**src/inc/crbd_pkg.sv**
```systemverilog
// crbd_pkg: constants and carrier types for the register/memory and branch decoder
package crbd_pkg;

  // opcode high nibble selects the addressing row
  localparam logic [3:0] NIB_IMM = 4'hA;
  localparam logic [3:0] NIB_DIR = 4'hB;
  localparam logic [3:0] NIB_EXT = 4'hC;
  localparam logic [3:0] NIB_IX = 4'hF;
  localparam logic [3:0] NIB_IX1 = 4'hE;
  localparam logic [3:0] NIB_IX2 = 4'hD;
  localparam logic [3:0] NIB_BRANCH = 4'h2;
  localparam logic [7:0] OPC_REL_CALL = 8'hAD;

  // base cycle counts per addressing mode for arithmetic rows
  localparam logic [2:0] CYC_IMM = 3'h2;
  localparam logic [2:0] CYC_DIR = 3'h3;
  localparam logic [2:0] CYC_EXT = 3'h4;
  localparam logic [2:0] CYC_IX = 3'h3;
  localparam logic [2:0] CYC_IX1 = 3'h4;
  localparam logic [2:0] CYC_IX2 = 3'h5;
  localparam logic [2:0] CYC_STORE_EXTRA = 3'h1;
  localparam logic [2:0] CYC_JUMP_LESS = 3'h1;
  localparam logic [2:0] CYC_ABS_CALL_EXTRA = 3'h2;
  localparam logic [2:0] CYC_BRANCH = 3'h3;
  localparam logic [2:0] CYC_REL_CALL = 3'h6;

  // instruction lengths in bytes
  localparam logic [1:0] LEN_IMM = 2'h2;
  localparam logic [1:0] LEN_DIR = 2'h2;
  localparam logic [1:0] LEN_EXT = 2'h3;
  localparam logic [1:0] LEN_IX = 2'h1;
  localparam logic [1:0] LEN_IX1 = 2'h2;
  localparam logic [1:0] LEN_IX2 = 2'h3;
  localparam logic [1:0] LEN_BRANCH = 2'h2;
  localparam logic [1:0] LEN_REL_CALL = 2'h2;

  // stack lives in the top 64 bytes of page zero
  localparam logic [9:0] STACK_PAGE = 10'h003;
  localparam logic [5:0] SP_RESET = 6'h3F;
  localparam logic [2:0] PUSH_LO_CNT = 3'h5;
  localparam logic [2:0] PUSH_HI_CNT = 3'h4;

  typedef enum logic [4:0] {
    crbd_sub_op, crbd_compare_accumulator_op, crbd_subtract_with_borrow_op,
    crbd_compare_index_op, crbd_and_op, crbd_bit_test_op, crbd_load_acc_op,
    crbd_store_accumulator_op, crbd_exclusive_or_op, crbd_add_carry_op, crbd_or_op,
    crbd_add_op, crbd_jump_op, crbd_absolute_call_op, crbd_load_index_op,
    crbd_store_index_op, crbd_branch_op, crbd_relative_call_op, crbd_none_op
  } crbd_op_e;

  typedef enum logic [2:0] {
    crbd_imm_mode, crbd_dir_mode, crbd_ext_mode, crbd_ix_mode,
    crbd_ix1_mode, crbd_ix2_mode, crbd_rel_mode, crbd_none_mode
  } crbd_mode_e;

  typedef struct packed {
    crbd_op_e op;
    crbd_mode_e mode;
    logic [1:0] length;
    logic [2:0] cycles;
    logic illegal;
  } crbd_dec_s;

  typedef struct packed {
    logic h;
    logic i;
    logic n;
    logic z;
    logic c;
  } crbd_flags_s;

endpackage

```
**src/hdl/crbd_pin_sync.sv**
```systemverilog
// crbd_pin_sync: three-stage synchroniser with agreement filter for a pin
`timescale 1ns/1ps
module crbd_pin_sync #(
  parameter logic RESET_LEVEL = 1'b1
) (
  // clock and reset
  input wire logic ref_clk_in,
  input wire logic reset_in,
  // pin and filtered level
  input wire logic pin_in,
  output logic level_out
);

  logic s1_q;
  logic s2_q;
  logic s3_q;

  always_ff @(posedge ref_clk_in or posedge reset_in) begin
    if (reset_in) begin
      s1_q <= RESET_LEVEL;
      s2_q <= RESET_LEVEL;
      s3_q <= RESET_LEVEL;
    end else begin
      s1_q <= pin_in;
      s2_q <= s1_q;
      s3_q <= s2_q;
    end
  end

  // a change counts only once the two later stages agree
  always_ff @(posedge ref_clk_in or posedge reset_in) begin
    if (reset_in) begin
      level_out <= RESET_LEVEL;
    end else if (s2_q == s3_q) begin
      level_out <= s3_q;
    end
  end

endmodule

```
**src/hdl/crbd_core.sv**
```systemverilog
// crbd_core: register/memory and relative-branch decode and execution timing
//
// How it works
// - add-with-carry decoded on A9..F9, adds carry
// - subtract-with-borrow rows with documented bytes, cycles
// - compare accumulator sets flags, keeps accumulator
// - compare index sets flags, arithmetic timing
// - bit test ANDs, flags only
// - exclusive-or writes result to accumulator
// - branches two bytes, three cycles; always/never
// - higher and lower-or-same on carry, zero
// - carry clear and carry set branches
// - half-carry clear and set branches
// - interrupt mask clear and set branches
// - branch on sampled interrupt pin level
// - relative call two bytes, six cycles
// - stack wraps within 64 page-zero bytes
// - half carry from bit 3 into 4
// - masked interrupt request held pending
`timescale 1ns/1ps
module crbd_core (
  // clock and reset
  input wire logic ref_clk_in,
  input wire logic reset_in,
  // fetched instruction from the memory bus
  input wire logic opcode_valid_in,
  input wire logic [7:0] opcode_in,
  input wire logic [7:0] operand_in,
  input wire logic [15:0] pc_in,
  // interrupt pin and mask control
  input wire logic irq_pin_in,
  input wire logic irq_ack_in,
  input wire logic mask_set_in,
  input wire logic mask_clear_in,
  // handshake and decode result
  output logic ready_out,
  output logic done_out,
  output crbd_pkg::crbd_dec_s dec_out,
  output logic branch_taken_out,
  output logic [15:0] target_out,
  // programmer-visible state
  output logic [7:0] acc_out,
  output logic [7:0] idx_out,
  output crbd_pkg::crbd_flags_s flags_out,
  output logic [5:0] sp_out,
  // stack write port
  output logic stack_we_out,
  output logic [15:0] stack_addr_out,
  output logic [7:0] stack_data_out,
  // interrupt request state
  output logic irq_pending_out,
  output logic irq_service_out
);

  typedef enum logic [0:0] {crbd_idle_st, crbd_exec_st} crbd_state_e;

  crbd_state_e state_q;
  logic [2:0] cnt_q;
  logic [15:0] ret_q;
  logic irq_level;
  logic irq_level_q;
  logic accept;
  logic cond_base;
  logic taken;
  logic [8:0] sum;
  logic [7:0] reg_v;
  logic [7:0] res;
  logic wr_acc;
  logic wr_idx;
  logic upd_nz;
  logic upd_c;
  logic upd_h;
  logic [15:0] next_pc;
  crbd_pkg::crbd_dec_s dec;

  function automatic crbd_pkg::crbd_dec_s decode(input logic [7:0] opc);
    crbd_pkg::crbd_dec_s d;
    logic [2:0] base;
    d = '0;
    d.op = crbd_pkg::crbd_none_op;
    d.mode = crbd_pkg::crbd_none_mode;
    d.illegal = 1'b1;
    base = 3'h0;
    case (opc[7:4])
      crbd_pkg::NIB_IMM: begin
        d.mode = crbd_pkg::crbd_imm_mode;
        d.length = crbd_pkg::LEN_IMM;
        base = crbd_pkg::CYC_IMM;
      end
      crbd_pkg::NIB_DIR: begin
        d.mode = crbd_pkg::crbd_dir_mode;
        d.length = crbd_pkg::LEN_DIR;
        base = crbd_pkg::CYC_DIR;
      end
      crbd_pkg::NIB_EXT: begin
        d.mode = crbd_pkg::crbd_ext_mode;
        d.length = crbd_pkg::LEN_EXT;
        base = crbd_pkg::CYC_EXT;
      end
      crbd_pkg::NIB_IX: begin
        d.mode = crbd_pkg::crbd_ix_mode;
        d.length = crbd_pkg::LEN_IX;
        base = crbd_pkg::CYC_IX;
      end
      crbd_pkg::NIB_IX1: begin
        d.mode = crbd_pkg::crbd_ix1_mode;
        d.length = crbd_pkg::LEN_IX1;
        base = crbd_pkg::CYC_IX1;
      end
      crbd_pkg::NIB_IX2: begin
        d.mode = crbd_pkg::crbd_ix2_mode;
        d.length = crbd_pkg::LEN_IX2;
        base = crbd_pkg::CYC_IX2;
      end
      crbd_pkg::NIB_BRANCH: begin
        d.mode = crbd_pkg::crbd_rel_mode;
        d.length = crbd_pkg::LEN_BRANCH;
        base = crbd_pkg::CYC_BRANCH;
      end
      default: begin
        d.mode = crbd_pkg::crbd_none_mode;
      end
    endcase
    if (d.mode == crbd_pkg::crbd_rel_mode) begin
      d.op = crbd_pkg::crbd_branch_op;
      d.cycles = base;
      d.illegal = 1'b0;
    end else if (opc == crbd_pkg::OPC_REL_CALL) begin
      d.op = crbd_pkg::crbd_relative_call_op;
      d.mode = crbd_pkg::crbd_rel_mode;
      d.length = crbd_pkg::LEN_REL_CALL;
      d.cycles = crbd_pkg::CYC_REL_CALL;
      d.illegal = 1'b0;
    end else if (d.mode != crbd_pkg::crbd_none_mode) begin
      // low nibble order matches the enum order for the sixteen columns
      d.op = crbd_pkg::crbd_op_e'({1'b0, opc[3:0]});
      d.illegal = 1'b0;
      d.cycles = base;
      case (d.op)
        crbd_pkg::crbd_store_accumulator_op, crbd_pkg::crbd_store_index_op: begin
          d.cycles = base + crbd_pkg::CYC_STORE_EXTRA;
        end
        crbd_pkg::crbd_jump_op: begin
          d.cycles = base - crbd_pkg::CYC_JUMP_LESS;
        end
        crbd_pkg::crbd_absolute_call_op: begin
          d.cycles = base + crbd_pkg::CYC_ABS_CALL_EXTRA;
        end
        default: begin
          d.cycles = base;
        end
      endcase
      if (d.mode == crbd_pkg::crbd_imm_mode &&
          (d.op == crbd_pkg::crbd_store_accumulator_op ||
           d.op == crbd_pkg::crbd_store_index_op ||
           d.op == crbd_pkg::crbd_jump_op)) begin
        d.illegal = 1'b1;
        d.op = crbd_pkg::crbd_none_op;
        d.cycles = 3'h0;
      end
    end
    if (d.illegal) begin
      d.length = 2'h0;
    end
    return d;
  endfunction

  crbd_pin_sync #(
    .RESET_LEVEL(1'b1)
  ) u_irq_sync (
    .ref_clk_in(ref_clk_in),
    .reset_in(reset_in),
    .pin_in(irq_pin_in),
    .level_out(irq_level)
  );

  assign dec = decode(opcode_in);
  assign accept = opcode_valid_in && ready_out;
  assign next_pc = pc_in + {14'h0000, crbd_pkg::LEN_BRANCH};

  // branch condition: pairs of opcodes share a test, bit 0 inverts it
  always_comb begin
    case (opcode_in[3:1])
      3'h0: cond_base = 1'b1;
      3'h1: cond_base = ~(flags_out.c | flags_out.z);
      3'h2: cond_base = ~flags_out.c;
      3'h3: cond_base = ~flags_out.z;
      3'h4: cond_base = ~flags_out.h;
      3'h5: cond_base = ~flags_out.n;
      3'h6: cond_base = ~flags_out.i;
      3'h7: cond_base = ~irq_level;
      default: cond_base = 1'b0;
    endcase
    taken = cond_base ^ opcode_in[0];
  end

  // arithmetic and logic on the selected register
  always_comb begin
    wr_acc = 1'b0;
    wr_idx = 1'b0;
    upd_nz = 1'b1;
    upd_c = 1'b0;
    upd_h = 1'b0;
    case (dec.op)
      crbd_pkg::crbd_compare_index_op, crbd_pkg::crbd_load_index_op,
      crbd_pkg::crbd_store_index_op: reg_v = idx_out;
      default: reg_v = acc_out;
    endcase
    case (dec.op)
      crbd_pkg::crbd_add_op, crbd_pkg::crbd_add_carry_op: begin
        sum = {1'b0, reg_v} + {1'b0, operand_in} +
              {8'h00, (dec.op == crbd_pkg::crbd_add_carry_op) & flags_out.c};
        wr_acc = 1'b1;
        upd_c = 1'b1;
        upd_h = 1'b1;
      end
      crbd_pkg::crbd_sub_op, crbd_pkg::crbd_subtract_with_borrow_op: begin
        sum = {1'b0, reg_v} - {1'b0, operand_in} -
              {8'h00, (dec.op == crbd_pkg::crbd_subtract_with_borrow_op) & flags_out.c};
        wr_acc = 1'b1;
        upd_c = 1'b1;
      end
      crbd_pkg::crbd_compare_accumulator_op, crbd_pkg::crbd_compare_index_op: begin
        sum = {1'b0, reg_v} - {1'b0, operand_in};
        upd_c = 1'b1;
      end
      crbd_pkg::crbd_and_op, crbd_pkg::crbd_bit_test_op: begin
        sum = {1'b0, reg_v & operand_in};
        wr_acc = (dec.op == crbd_pkg::crbd_and_op);
      end
      crbd_pkg::crbd_or_op: begin
        sum = {1'b0, reg_v | operand_in};
        wr_acc = 1'b1;
      end
      crbd_pkg::crbd_exclusive_or_op: begin
        sum = {1'b0, reg_v ^ operand_in};
        wr_acc = 1'b1;
      end
      crbd_pkg::crbd_load_acc_op: begin
        sum = {1'b0, operand_in};
        wr_acc = 1'b1;
      end
      crbd_pkg::crbd_load_index_op: begin
        sum = {1'b0, operand_in};
        wr_idx = 1'b1;
      end
      crbd_pkg::crbd_store_accumulator_op, crbd_pkg::crbd_store_index_op: begin
        sum = {1'b0, reg_v};
      end
      default: begin
        sum = {1'b0, reg_v};
        upd_nz = 1'b0;
      end
    endcase
    res = sum[7:0];
  end

  // sequencing: one accept, then the documented cycle count
  always_ff @(posedge ref_clk_in or posedge reset_in) begin
    if (reset_in) begin
      state_q <= crbd_idle_st;
      cnt_q <= 3'h0;
      ready_out <= 1'b1;
      done_out <= 1'b0;
    end else begin
      done_out <= 1'b0;
      case (state_q)
        crbd_idle_st: begin
          if (accept && dec.illegal) begin
            done_out <= 1'b1;
          end else if (accept) begin
            state_q <= crbd_exec_st;
            cnt_q <= dec.cycles - 3'h1;
            ready_out <= 1'b0;
          end
        end
        crbd_exec_st: begin
          cnt_q <= cnt_q - 3'h1;
          if (cnt_q == 3'h1) begin
            state_q <= crbd_idle_st;
            ready_out <= 1'b1;
            done_out <= 1'b1;
          end
        end
        default: begin
          state_q <= crbd_idle_st;
          ready_out <= 1'b1;
        end
      endcase
    end
  end

  // decode and branch result, held until the next accept
  always_ff @(posedge ref_clk_in or posedge reset_in) begin
    if (reset_in) begin
      dec_out <= '0;
      branch_taken_out <= 1'b0;
      target_out <= 16'h0000;
      ret_q <= 16'h0000;
    end else if (accept) begin
      dec_out <= dec;
      branch_taken_out <= (dec.op == crbd_pkg::crbd_branch_op) && taken;
      target_out <= next_pc + {{8{operand_in[7]}}, operand_in};
      ret_q <= next_pc;
    end
  end

  // accumulator and index register
  always_ff @(posedge ref_clk_in or posedge reset_in) begin
    if (reset_in) begin
      acc_out <= 8'h00;
      idx_out <= 8'h00;
    end else if (accept && !dec.illegal) begin
      if (wr_acc) begin
        acc_out <= res;
      end
      if (wr_idx) begin
        idx_out <= res;
      end
    end
  end

  // condition flags; the mask bit is steered from outside as well
  always_ff @(posedge ref_clk_in or posedge reset_in) begin
    if (reset_in) begin
      flags_out <= '0;
      flags_out.i <= 1'b1;
    end else begin
      if (accept && !dec.illegal && upd_nz) begin
        flags_out.n <= res[7];
        flags_out.z <= (res == 8'h00);
      end
      if (accept && !dec.illegal && upd_c) begin
        flags_out.c <= sum[8];
      end
      if (accept && !dec.illegal && upd_h) begin
        flags_out.h <= reg_v[4] ^ operand_in[4] ^ res[4];
      end
      if (mask_set_in) begin
        flags_out.i <= 1'b1;
      end else if (mask_clear_in) begin
        flags_out.i <= 1'b0;
      end
    end
  end

  // relative call pushes the return address, low byte first
  always_ff @(posedge ref_clk_in or posedge reset_in) begin
    if (reset_in) begin
      sp_out <= crbd_pkg::SP_RESET;
      stack_we_out <= 1'b0;
      stack_addr_out <= 16'h0000;
      stack_data_out <= 8'h00;
    end else begin
      stack_we_out <= 1'b0;
      if (state_q == crbd_exec_st && dec_out.op == crbd_pkg::crbd_relative_call_op &&
          (cnt_q == crbd_pkg::PUSH_LO_CNT || cnt_q == crbd_pkg::PUSH_HI_CNT)) begin
        stack_we_out <= 1'b1;
        stack_addr_out <= {crbd_pkg::STACK_PAGE, sp_out};
        stack_data_out <= (cnt_q == crbd_pkg::PUSH_LO_CNT) ? ret_q[7:0] : ret_q[15:8];
        // six-bit pointer wraps inside the page when it decrements past zero
        sp_out <= sp_out - 6'h01;
      end
    end
  end

  // falling edge on the request pin is latched; set wins over ack
  always_ff @(posedge ref_clk_in or posedge reset_in) begin
    if (reset_in) begin
      irq_level_q <= 1'b1;
      irq_pending_out <= 1'b0;
      irq_service_out <= 1'b0;
    end else begin
      irq_level_q <= irq_level;
      if (irq_level_q && !irq_level) begin
        irq_pending_out <= 1'b1;
      end else if (irq_ack_in) begin
        irq_pending_out <= 1'b0;
      end
      // service only offered at an instruction boundary with the mask clear
      irq_service_out <= irq_pending_out && !flags_out.i && ready_out;
    end
  end

endmodule

```
**config.mk**
```make
export PLATFORM = sky130hd
export DESIGN_NAME = crbd_core
export DESIGN_NICKNAME = d
export VERILOG_FILES = /design/src/inc/crbd_pkg.sv /design/src/hdl/crbd_pin_sync.sv /design/src/hdl/crbd_core.sv
export SDC_FILE = /design/constraint.sdc
export NUM_CORES = 1
export LEC_CHECK = 0
export ABC_AREA = 1
export BUFFER_PORTS_ARGS = -buffer_cell sky130_fd_sc_hd__buf_2
export CAP_MARGIN = 20
export CORE_ASPECT_RATIO = 1.1
export CORE_MARGIN = 5
export CORE_UTILIZATION = 59
export CTS_BUF_LIST = sky130_fd_sc_hd__clkbuf_4 sky130_fd_sc_hd__clkbuf_8
export CTS_CLUSTER_SIZE = 40
export DETAILED_ROUTE_END_ITERATION = 8
export PLACE_DENSITY_LB_ADDON = 0.25
export SYNTH_ARGS = -nofsm -noshare
export SYNTH_HDL_FRONTEND = slang
export SYNTH_SLANG_ARGS = --single-unit
```
**constraint.sdc**
```tcl
create_clock -name ref_clk_in -period 4 [get_ports ref_clk_in]
set_clock_uncertainty 0.1 [all_clocks]
set_input_delay 0.2 -clock ref_clk_in [delete_from_list [all_inputs] [get_ports ref_clk_in]]
set_output_delay 0.2 -clock ref_clk_in [all_outputs]
set_load 0.03 [all_outputs]
```
==> results of run 1 <==
[worst max path at each step]
stage                  from           end  slack (ns)  cells past startpoint
5_1_grt        opcode_in[6]  flags_out[1]        0.02                     30
3_5_place_dp   opcode_in[4]  flags_out[1]       -0.02                     26
6_report       opcode_in[4]  flags_out[1]        0.36                     30
2_1_floorplan  opcode_in[3]  flags_out[1]        0.43                     30
3_3_place_gp   opcode_in[4]  flags_out[1]        0.02                     26
4_1_cts        opcode_in[4]  flags_out[1]        0.37                     26
[sequential cells by signal (all words and copies together), names as in the netlist]
register	count
done_out	1
cnt_q	3
u_irq_sync.level_out	1
u_irq_sync.s1_q	1
flags_out	5
stack_data_out	8
target_out	16
stack_addr_out	7
u_irq_sync.s2_q	1
irq_level_q	1
state_q	1
acc_out	8
stack_we_out	1
irq_pending_out	1
sp_out	6
branch_taken_out	1
ret_q	16
ready_out	1
dec_out	14
irq_service_out	1
u_irq_sync.s3_q	1
idx_out	8
[cell families (layout without fill, tap and decap cells)]
family                   count (synthesis)  in the layout  synth area share (%)
AO/OA/AOI/OAI                          152            152                 11.74
buffers and inverters                  173            307                 9.428
flip-flops                             103            103                 34.96
other                                    1              8               0.05055
XOR/XNOR                                33             33                 3.896
multiplexers                             2              2                0.2699
adder cells (fa/ha/maj)                 52             52                 9.243
AND/OR/NAND/NOR                        505            505                 30.41
[per-layer routing]
metal | GRT usage, % | part of all wire [%]
met1 | 32.35 | 41
met2 | 45.83 | 50
met3 | 4.216 | 5.3
met4 | 11.07 | 3.7
met5 | 0 | 0
[power groups by stage]
stage	Sequential (mW)	Combinational, mW	Clock (mW)
final	1.73	2.73	0.675
after global routing	1.78	3.01	0.724
after CTS	1.73	2.73	0.687
after detailed placement	1.75	2.71	0
after global placement	1.74	2.69	0
after floorplan	2.28	1.32	0
[layout by cell type, fill, tap and decap left out, types with 7 or more instances in the layout]
cell type | Yosys | routed
sky130_fd_sc_hd__nand2_1 | 300 | 299
sky130_fd_sc_hd__inv_1 | 133 | 132
sky130_fd_sc_hd__buf_2 | 4 | 117
sky130_fd_sc_hd__dfrtp_1 | 90 | 90
sky130_fd_sc_hd__nor2_1 | 87 | 85
sky130_fd_sc_hd__o21ai_0 | 79 | 79
sky130_fd_sc_hd__nand3_1 | 50 | 50
sky130_fd_sc_hd__ha_1 | 46 | 45
sky130_fd_sc_hd__a21oi_1 | 31 | 31
sky130_fd_sc_hd__xor2_1 | 28 | 28
sky130_fd_sc_hd__buf_4 | 10 | 27
sky130_fd_sc_hd__nand4_1 | 17 | 17
sky130_fd_sc_hd__nor2_2 | 11 | 13
sky130_fd_sc_hd__dfstp_2 | 13 | 13
sky130_fd_sc_hd__clkbuf_8 | 0 | 9
sky130_fd_sc_hd__a31oi_1 | 8 | 8
sky130_fd_sc_hd__conb_1 | 1 | 8
sky130_fd_sc_hd__inv_2 | 7 | 7
sky130_fd_sc_hd__nor3_1 | 7 | 7
[through the flow]
step / utilization [%] / std cells
floorplan: - / 1028
global placement: 66.21 / 1297
detailed placement: 66.21 / 1297
CTS: 68.28 / 1319
global route: 68.34 / 1319
finish: 68.34 / 1319
[critical path: cells and delay by family]
family	cells	cell delay [ns]
simple gates	25	2.67
fa+ha+maj	2	0.65
buf+inv	3	0.33
[repair_timing]
action                                  in CTS  in global routing
resized for setup                            0                  3
hold buffers                                 6                  0
endpoints found under the hold margin       67                  0
endpoints found under the setup margin       0                  3
[area by class of cell]
class,count,share of cell area (%)
multi-input combinational,752,48.78
tap,157,2.303
clock inverter,6,0.7920
clock buffer,10,1.540
timing repair buffer,150,9.944
sequential,103,30.40
inverter,141,6.234
==> flow_summary.toml, run 1 <==
[min_path]
worst_hold_path.endpoint = "ret_q[1]"
worstHoldPathCells = 2
holdCritStartpoint = "pc_in[1]"
hp-class = "input port to register"

[power]
sw_frac_of_total_pct = 48.94
seq_power_share_pct = 33.7
internal_power_mw = 2.623
power_leakage_nw = 4.695
power.clock.fraction_pct = 13.1
net-switching-power_mw = 2.514
pwr-share-comb_pct = 53.1
pwr_density_cell_nw_per_um2 = 602.2
power.ir.vdd_worst_mv = 0.4432
power.total_mw = 5.137

[setup_path]
worst_path_max_delay_cell = "sky130_fd_sc_hd__fa_1"
reg2regPathDepth = 22
worstSetupEndpointType = "register"
critical_r2r_capture = "flags_out[1]"
timing.critical_path.from_type = "input port"
crit_path_frequent_cell = "sky130_fd_sc_hd__nand2_1"
worst_ep_required_time_ns = 4.23
worst-r2r-setup-slack_ns = 0.96
criticalPathCategory = "input port to register"
cp_max_fo = 10
cpPeakStageDelay_ns = 0.42
cp.arrival_ns = 3.87
critical_path.reg2reg.startpoint = "idx_out[2]"

[floorplanning]
die_x_um = 116.9
die_y_um = 127.6
die_area_sq_um = 14920
floorplan.rows = 43
start_util_pct = 59.43
io_pins = 126
design.core.area_sq_um = 12480

[clock_network]
tritoncts_clock_tree = "yes"
number_of_buffers_inserted_by_post_cts_setup_repair = 0
clk_transition_reported_paths_ns = 0.11
cts_inserted_buffers = 9
clock_latency_ns = 0.38
cts_max_level = 3
cts_sinks = 103
cts-root-buf = "sky130_fd_sc_hd__clkbuf_8"
ctsLongestPathBuffers = 2

[logic_synthesis]
synth.yosys.seq_area_share_pct = 34.96
synth_common_cells = "sky130_fd_sc_hd__nand2_1, sky130_fd_sc_hd__inv_1, sky130_fd_sc_hd__dfrtp_1, sky130_fd_sc_hd__nor2_1, sky130_fd_sc_hd__o21ai_0"
netlist.area_leader.share_pct = 30.36
ys_seq_elements = 103
number_of_flops_mapped_to_enable_cells_by_yosys = 0
ys.warnings.count = 0
ys_top_cells_by_area = "sky130_fd_sc_hd__dfrtp_1, sky130_fd_sc_hd__nand2_1, sky130_fd_sc_hd__ha_1"
post_synth_inst_count = 1021
asyncSetResetFlopFracSynth_pct = 100.0
syn-cell-area_sq_um = 7418
syn-mean-instance-area_sq_um = 7.266
synth-main-ff-cell = "sky130_fd_sc_hd__dfrtp_1"
yosys.area.top_type = "sky130_fd_sc_hd__dfrtp_1"
post_synth_num_cell_types = 51
post-synth-top-count-cell = "sky130_fd_sc_hd__nand2_1"

[global_route]
grt_antenna_before_repair = 0
global_route.overflow_total = 0
number_of_global_route_vias_before_repair = 6625
grt_first_pass_wirelength_mm = 31.49
grt_util_all_layers_pct = 26.46
grt_start_max_net_pins = 76

[sta]
final.setup.worst_slack_ns = 0.3646
period_needed_ns = 3.635
fin_setup_tns_ns = 0
max-slew-margin-rel_pct = 37.89
tightest_slew_ns = 0.9317
max_freq_mhz = 275.1
timing.hold.ws_ns = 0.01535
hold_viol_final = 0
setup_viol = 0
report.final.slew_viol_count = 0
setup_repair_after_global_routing_missed_its_margin = "no"
fin_crit_sh_pct = 90.89

[routing]
postRouteAntennaNets = 0
route.detailed.drc = 0
route.final.wire_length_mm = 19.51
via_count = 6961
wl_per_cell_um = 14.79
post_dr_vias_cell = 5.277
number_of_drc_violations_after_detailed_routing_iteration_0 = 554
number_of_iterations_in_the_first_detailed_routing_pass = 5

[final_layout]
synthToLayoutAreaGrowth_pct = 14.99
antenna_cells = 0
seq_area_sq_um = 2594
fillers = 1125
nets = 1247
post_layout_inst_area_sq_um = 8531
final_layout_size_suffix_gt1_share_pct = 19.79
multi_input_area_sq_um = 4161

[job]
maxCapViolations = 0

[placed_design]
pre_cts_slack_ns = -0.01656
portBuffers = 117
gp_congestion = 0.9717
hpwlAfterDp_mm = 15.36
postPlaceCellArea_sq_um = 8264

[outcome]
outcome = "finished, final reports clean"
Note: power is estimated with default switching activity, not from simulation.
==> run 2, diff against run 1 <==
- PLACE_DENSITY_LB_ADDON: 0.25 -> 0.12
- SYNTH_HIERARCHICAL: unset -> 1
==> flow_summary.toml, run 2 <==
[min_path]
hp-class = "input port to register"

[setup_path]
worst_ep_required_time_ns = 4.24
cp.arrival_ns = 3.90
timing.critical_path.from_type = "input port"
critical_r2r_capture = "flags_out[1]"
worst-r2r-setup-slack_ns = 0.94
endpoint = "flags_out[1]"
cp_max_fo = 10
worst_setup_path_startpoint = "opcode_in[4]"
reg2regPathDepth = 19
criticalPathCategory = "input port to register"
critical_path.reg2reg.startpoint = "idx_out[0]"
worstSetupEndpointType = "register"

[logic_synthesis]
ys.warnings.count = 6
synth_common_cells = "sky130_fd_sc_hd__nand2_1, sky130_fd_sc_hd__inv_1, sky130_fd_sc_hd__nor2_1, sky130_fd_sc_hd__dfrtp_1, sky130_fd_sc_hd__o21ai_0"
ys_seq_elements = 103
post_synth_inst_count = 1024
ys_top_cells_by_area = "sky130_fd_sc_hd__dfrtp_1, sky130_fd_sc_hd__nand2_1, sky130_fd_sc_hd__ha_1"
post_synth_num_cell_types = 46
asyncSetResetFlopFracSynth_pct = 100.0
synth.yosys.seq_area_share_pct = 35.19
netlist.area_leader.share_pct = 30.56
syn-cell-area_sq_um = 7371
post-synth-top-count-cell = "sky130_fd_sc_hd__nand2_1"
number_of_flops_mapped_to_enable_cells_by_yosys = 0
yosys.area.top_type = "sky130_fd_sc_hd__dfrtp_1"
synth-main-ff-cell = "sky130_fd_sc_hd__dfrtp_1"
syn-mean-instance-area_sq_um = 7.198

[clock_network]
clock_latency_ns = 0.40
tritoncts_clock_tree = "yes"
cts_inserted_buffers = 9
ctsLongestPathBuffers = 2
clk_transition_reported_paths_ns = 0.10
cts-root-buf = "sky130_fd_sc_hd__clkbuf_8"
number_of_buffers_inserted_by_post_cts_setup_repair = 0
cts_max_level = 3
cts_sinks = 103

[final_layout]
layout_top_registers = "ret_q (16), target_out (16), dec_out (14)"
antenna_cells = 0
final-instance-count-excl-fill = 1308
layout.cells.most_common = "sky130_fd_sc_hd__nand2_1"
synthToLayoutAreaGrowth_pct = 13.78
final_layout_size_suffix_gt1_share_pct = 18.28
nets = 1239
layout.cells.most_common_list = "sky130_fd_sc_hd__nand2_1, sky130_fd_sc_hd__inv_1, sky130_fd_sc_hd__buf_2"
fillers = 1117
post_layout_inst_area_sq_um = 8387

[global_route]
global_route.overflow_total = 0
grt_first_pass_wirelength_mm = 31.29
grt_antenna_before_repair = 0
number_of_global_route_vias_before_repair = 6600
grt_util_all_layers_pct = 26.50
grt_start_max_net_pins = 73

[sta]
setup_repair_after_global_routing_missed_its_margin = "no"
setup_viol = 0
max_freq_mhz = 273.6
fin_setup_tns_ns = 0
max-slew-margin-rel_pct = 36.17
report.final.slew_viol_count = 0
period_needed_ns = 3.655
tightest_slew_ns = 0.9564
fin_crit_sh_pct = 91.38
hold_viol_final = 0

[power]
power.total_mw = 5.074
sw_frac_of_total_pct = 49.97
seq_power_share_pct = 34.4
pwr-share-comb_pct = 53.0
power_leakage_nw = 4.601
internal_power_mw = 2.538
power.clock.fraction_pct = 12.6
net-switching-power_mw = 2.535
pwr_density_cell_nw_per_um2 = 605.0
power.ir.vdd_worst_mv = 0.4510

[floorplanning]
die_x_um = 116.6
die_area_sq_um = 14830
floorplan.rows = 42
die_y_um = 127.2
io_pins = 126
design.core.area_sq_um = 12140
start_util_pct = 60.72

[routing]
post_dr_vias_cell = 5.334
route.final.wire_length_mm = 19.36
wl_per_cell_um = 14.80
route.detailed.drc = 0
number_of_drc_violations_after_detailed_routing_iteration_0 = 504
number_of_iterations_in_the_first_detailed_routing_pass = 7
via_count = 6977
postRouteAntennaNets = 0

[outcome]
outcome = "finished, final reports clean"

[placed_design]
gp_congestion = 1.016
portBuffers = 117
place_inst = 1285
hpwlAfterDp_mm = 15.10
postPlaceCellArea_sq_um = 8122

[job]
maxCapViolations = 0
[run 2: cell count changes after synthesis, sizes merged, moves of 3 or more]
cell,previous run,this run
a21o,0,3
nor2,104,108
o21ai,90,75
xor2,28,23
nand3,56,64
xnor2,5,9
or2,3,6
a31oi,8,11
[run 2: stage by stage]
stage                     utilization, %  setup WS, ns  hold WS, ns
after detailed placement           66.90      -0.04148       0.2105
after CTS                          69.01        0.3986      0.04391
after global placement             66.90        0.1500       0.2052
after floorplan                        -        0.4441      0.05520
final                              69.09        0.3448      0.06168
after global routing               69.09       0.01601      0.08048
[run 2: cell type report]
cell class | instances | area (sq um) | area share (%)
multi-input cells | 758 | 4126 | 49.20
clock inverters | 7 | 61.31 | 0.7310
flip-flops and latches | 103 | 2594 | 30.93
repair buffers | 139 | 768.2 | 9.160
well taps | 154 | 192.7 | 2.297
clock buffers | 9 | 123.9 | 1.477
inverters | 138 | 520.5 | 6.206
[run 2: repair_timing]
| action | in CTS | in global routing |
|---|---|---|
| hold buffers | 7 | 0 |
| setup endpoints to repair | 0 | 1 |
| resized for setup | 0 | 3 |
| endpoints found under the hold margin | 71 | 0 |
[run 2: how the worst min path moves through the flow]
| stage | start | endpoint | slack (ns) | depth (start not counted) |
|---|---|---|---|---|
| floorplan | reset_in | u_irq_sync/level_out | 0.06 | 1 |
| global placement | irq_pin_in | u_irq_sync/s1_q | 0.21 | 1 |
| detailed placement | irq_pin_in | u_irq_sync/s1_q | 0.21 | 1 |
| CTS | pc_in[3] | ret_q[3] | 0.04 | 4 |
| global route | pc_in[3] | ret_q[3] | 0.08 | 4 |
| finish | pc_in[3] | ret_q[3] | 0.06 | 4 |
[run 2: layer usage]
layer | wire length (um) | vias up | global-route usage [%] | share of wire, %
met4 | 714 | 0 | 10.93 | 3.7
met2 | 9114 | 216 | 43.43 | 47
met5 | 0 | - | 0 | 0
met3 | 1154 | 44 | 4.541 | 6.0
li1 | - | 3509 | - | -
met1 | 8374 | 3208 | 34.61 | 43
[run 2: power groups by stage]
stage	clock network, mW	registers [mW]	logic [mW]
final	0.640	1.74	2.69
after global routing	0.696	1.79	2.97
after CTS	0.656	1.74	2.69
after detailed placement	0	1.76	2.67
after global placement	0	1.75	2.64
after floorplan	0	2.32	1.34
[run 2: kinds of logic (layout without fill, tap and decap cells)]
family	after synthesis	count (layout)	share of synthesized area, %
flops	103	103	35.19
compound gates	144	144	11.00
simple gates	523	523	31.44
other cells	1	8	0.05088
xor+xnor	32	32	3.802
buf+inv	170	293	9.353
fa+ha+maj	51	51	9.167
[run 2: critical path: stages]
cell and delay [ns]:
sky130_fd_sc_hd__buf_2 0.15, sky130_fd_sc_hd__nor2_4 0.12, sky130_fd_sc_hd__nand3_4 0.13, sky130_fd_sc_hd__nand2_4 0.13, sky130_fd_sc_hd__nand2_4 0.10, sky130_fd_sc_hd__nor2_8 0.16
sky130_fd_sc_hd__nand3_1 0.18, sky130_fd_sc_hd__nand2_4 0.17, sky130_fd_sc_hd__nand2_4 0.10, sky130_fd_sc_hd__nand2_1 0.07, sky130_fd_sc_hd__nand2_1 0.11, sky130_fd_sc_hd__ha_1 0.24
sky130_fd_sc_hd__fa_1 0.54, sky130_fd_sc_hd__ha_1 0.18, sky130_fd_sc_hd__inv_1 0.05, sky130_fd_sc_hd__nor2_1 0.12, sky130_fd_sc_hd__nand2_1 0.10, sky130_fd_sc_hd__nand2_1 0.07
sky130_fd_sc_hd__inv_1 0.03, sky130_fd_sc_hd__o21ai_0 0.16, sky130_fd_sc_hd__nand2_1 0.08, sky130_fd_sc_hd__nor2_1 0.10, sky130_fd_sc_hd__nand2_1 0.11, sky130_fd_sc_hd__nor2_4 0.15
sky130_fd_sc_hd__nand2_1 0.07, sky130_fd_sc_hd__nor2_1 0.09, sky130_fd_sc_hd__nand3_1 0.09, sky130_fd_sc_hd__nand2_1 0.08
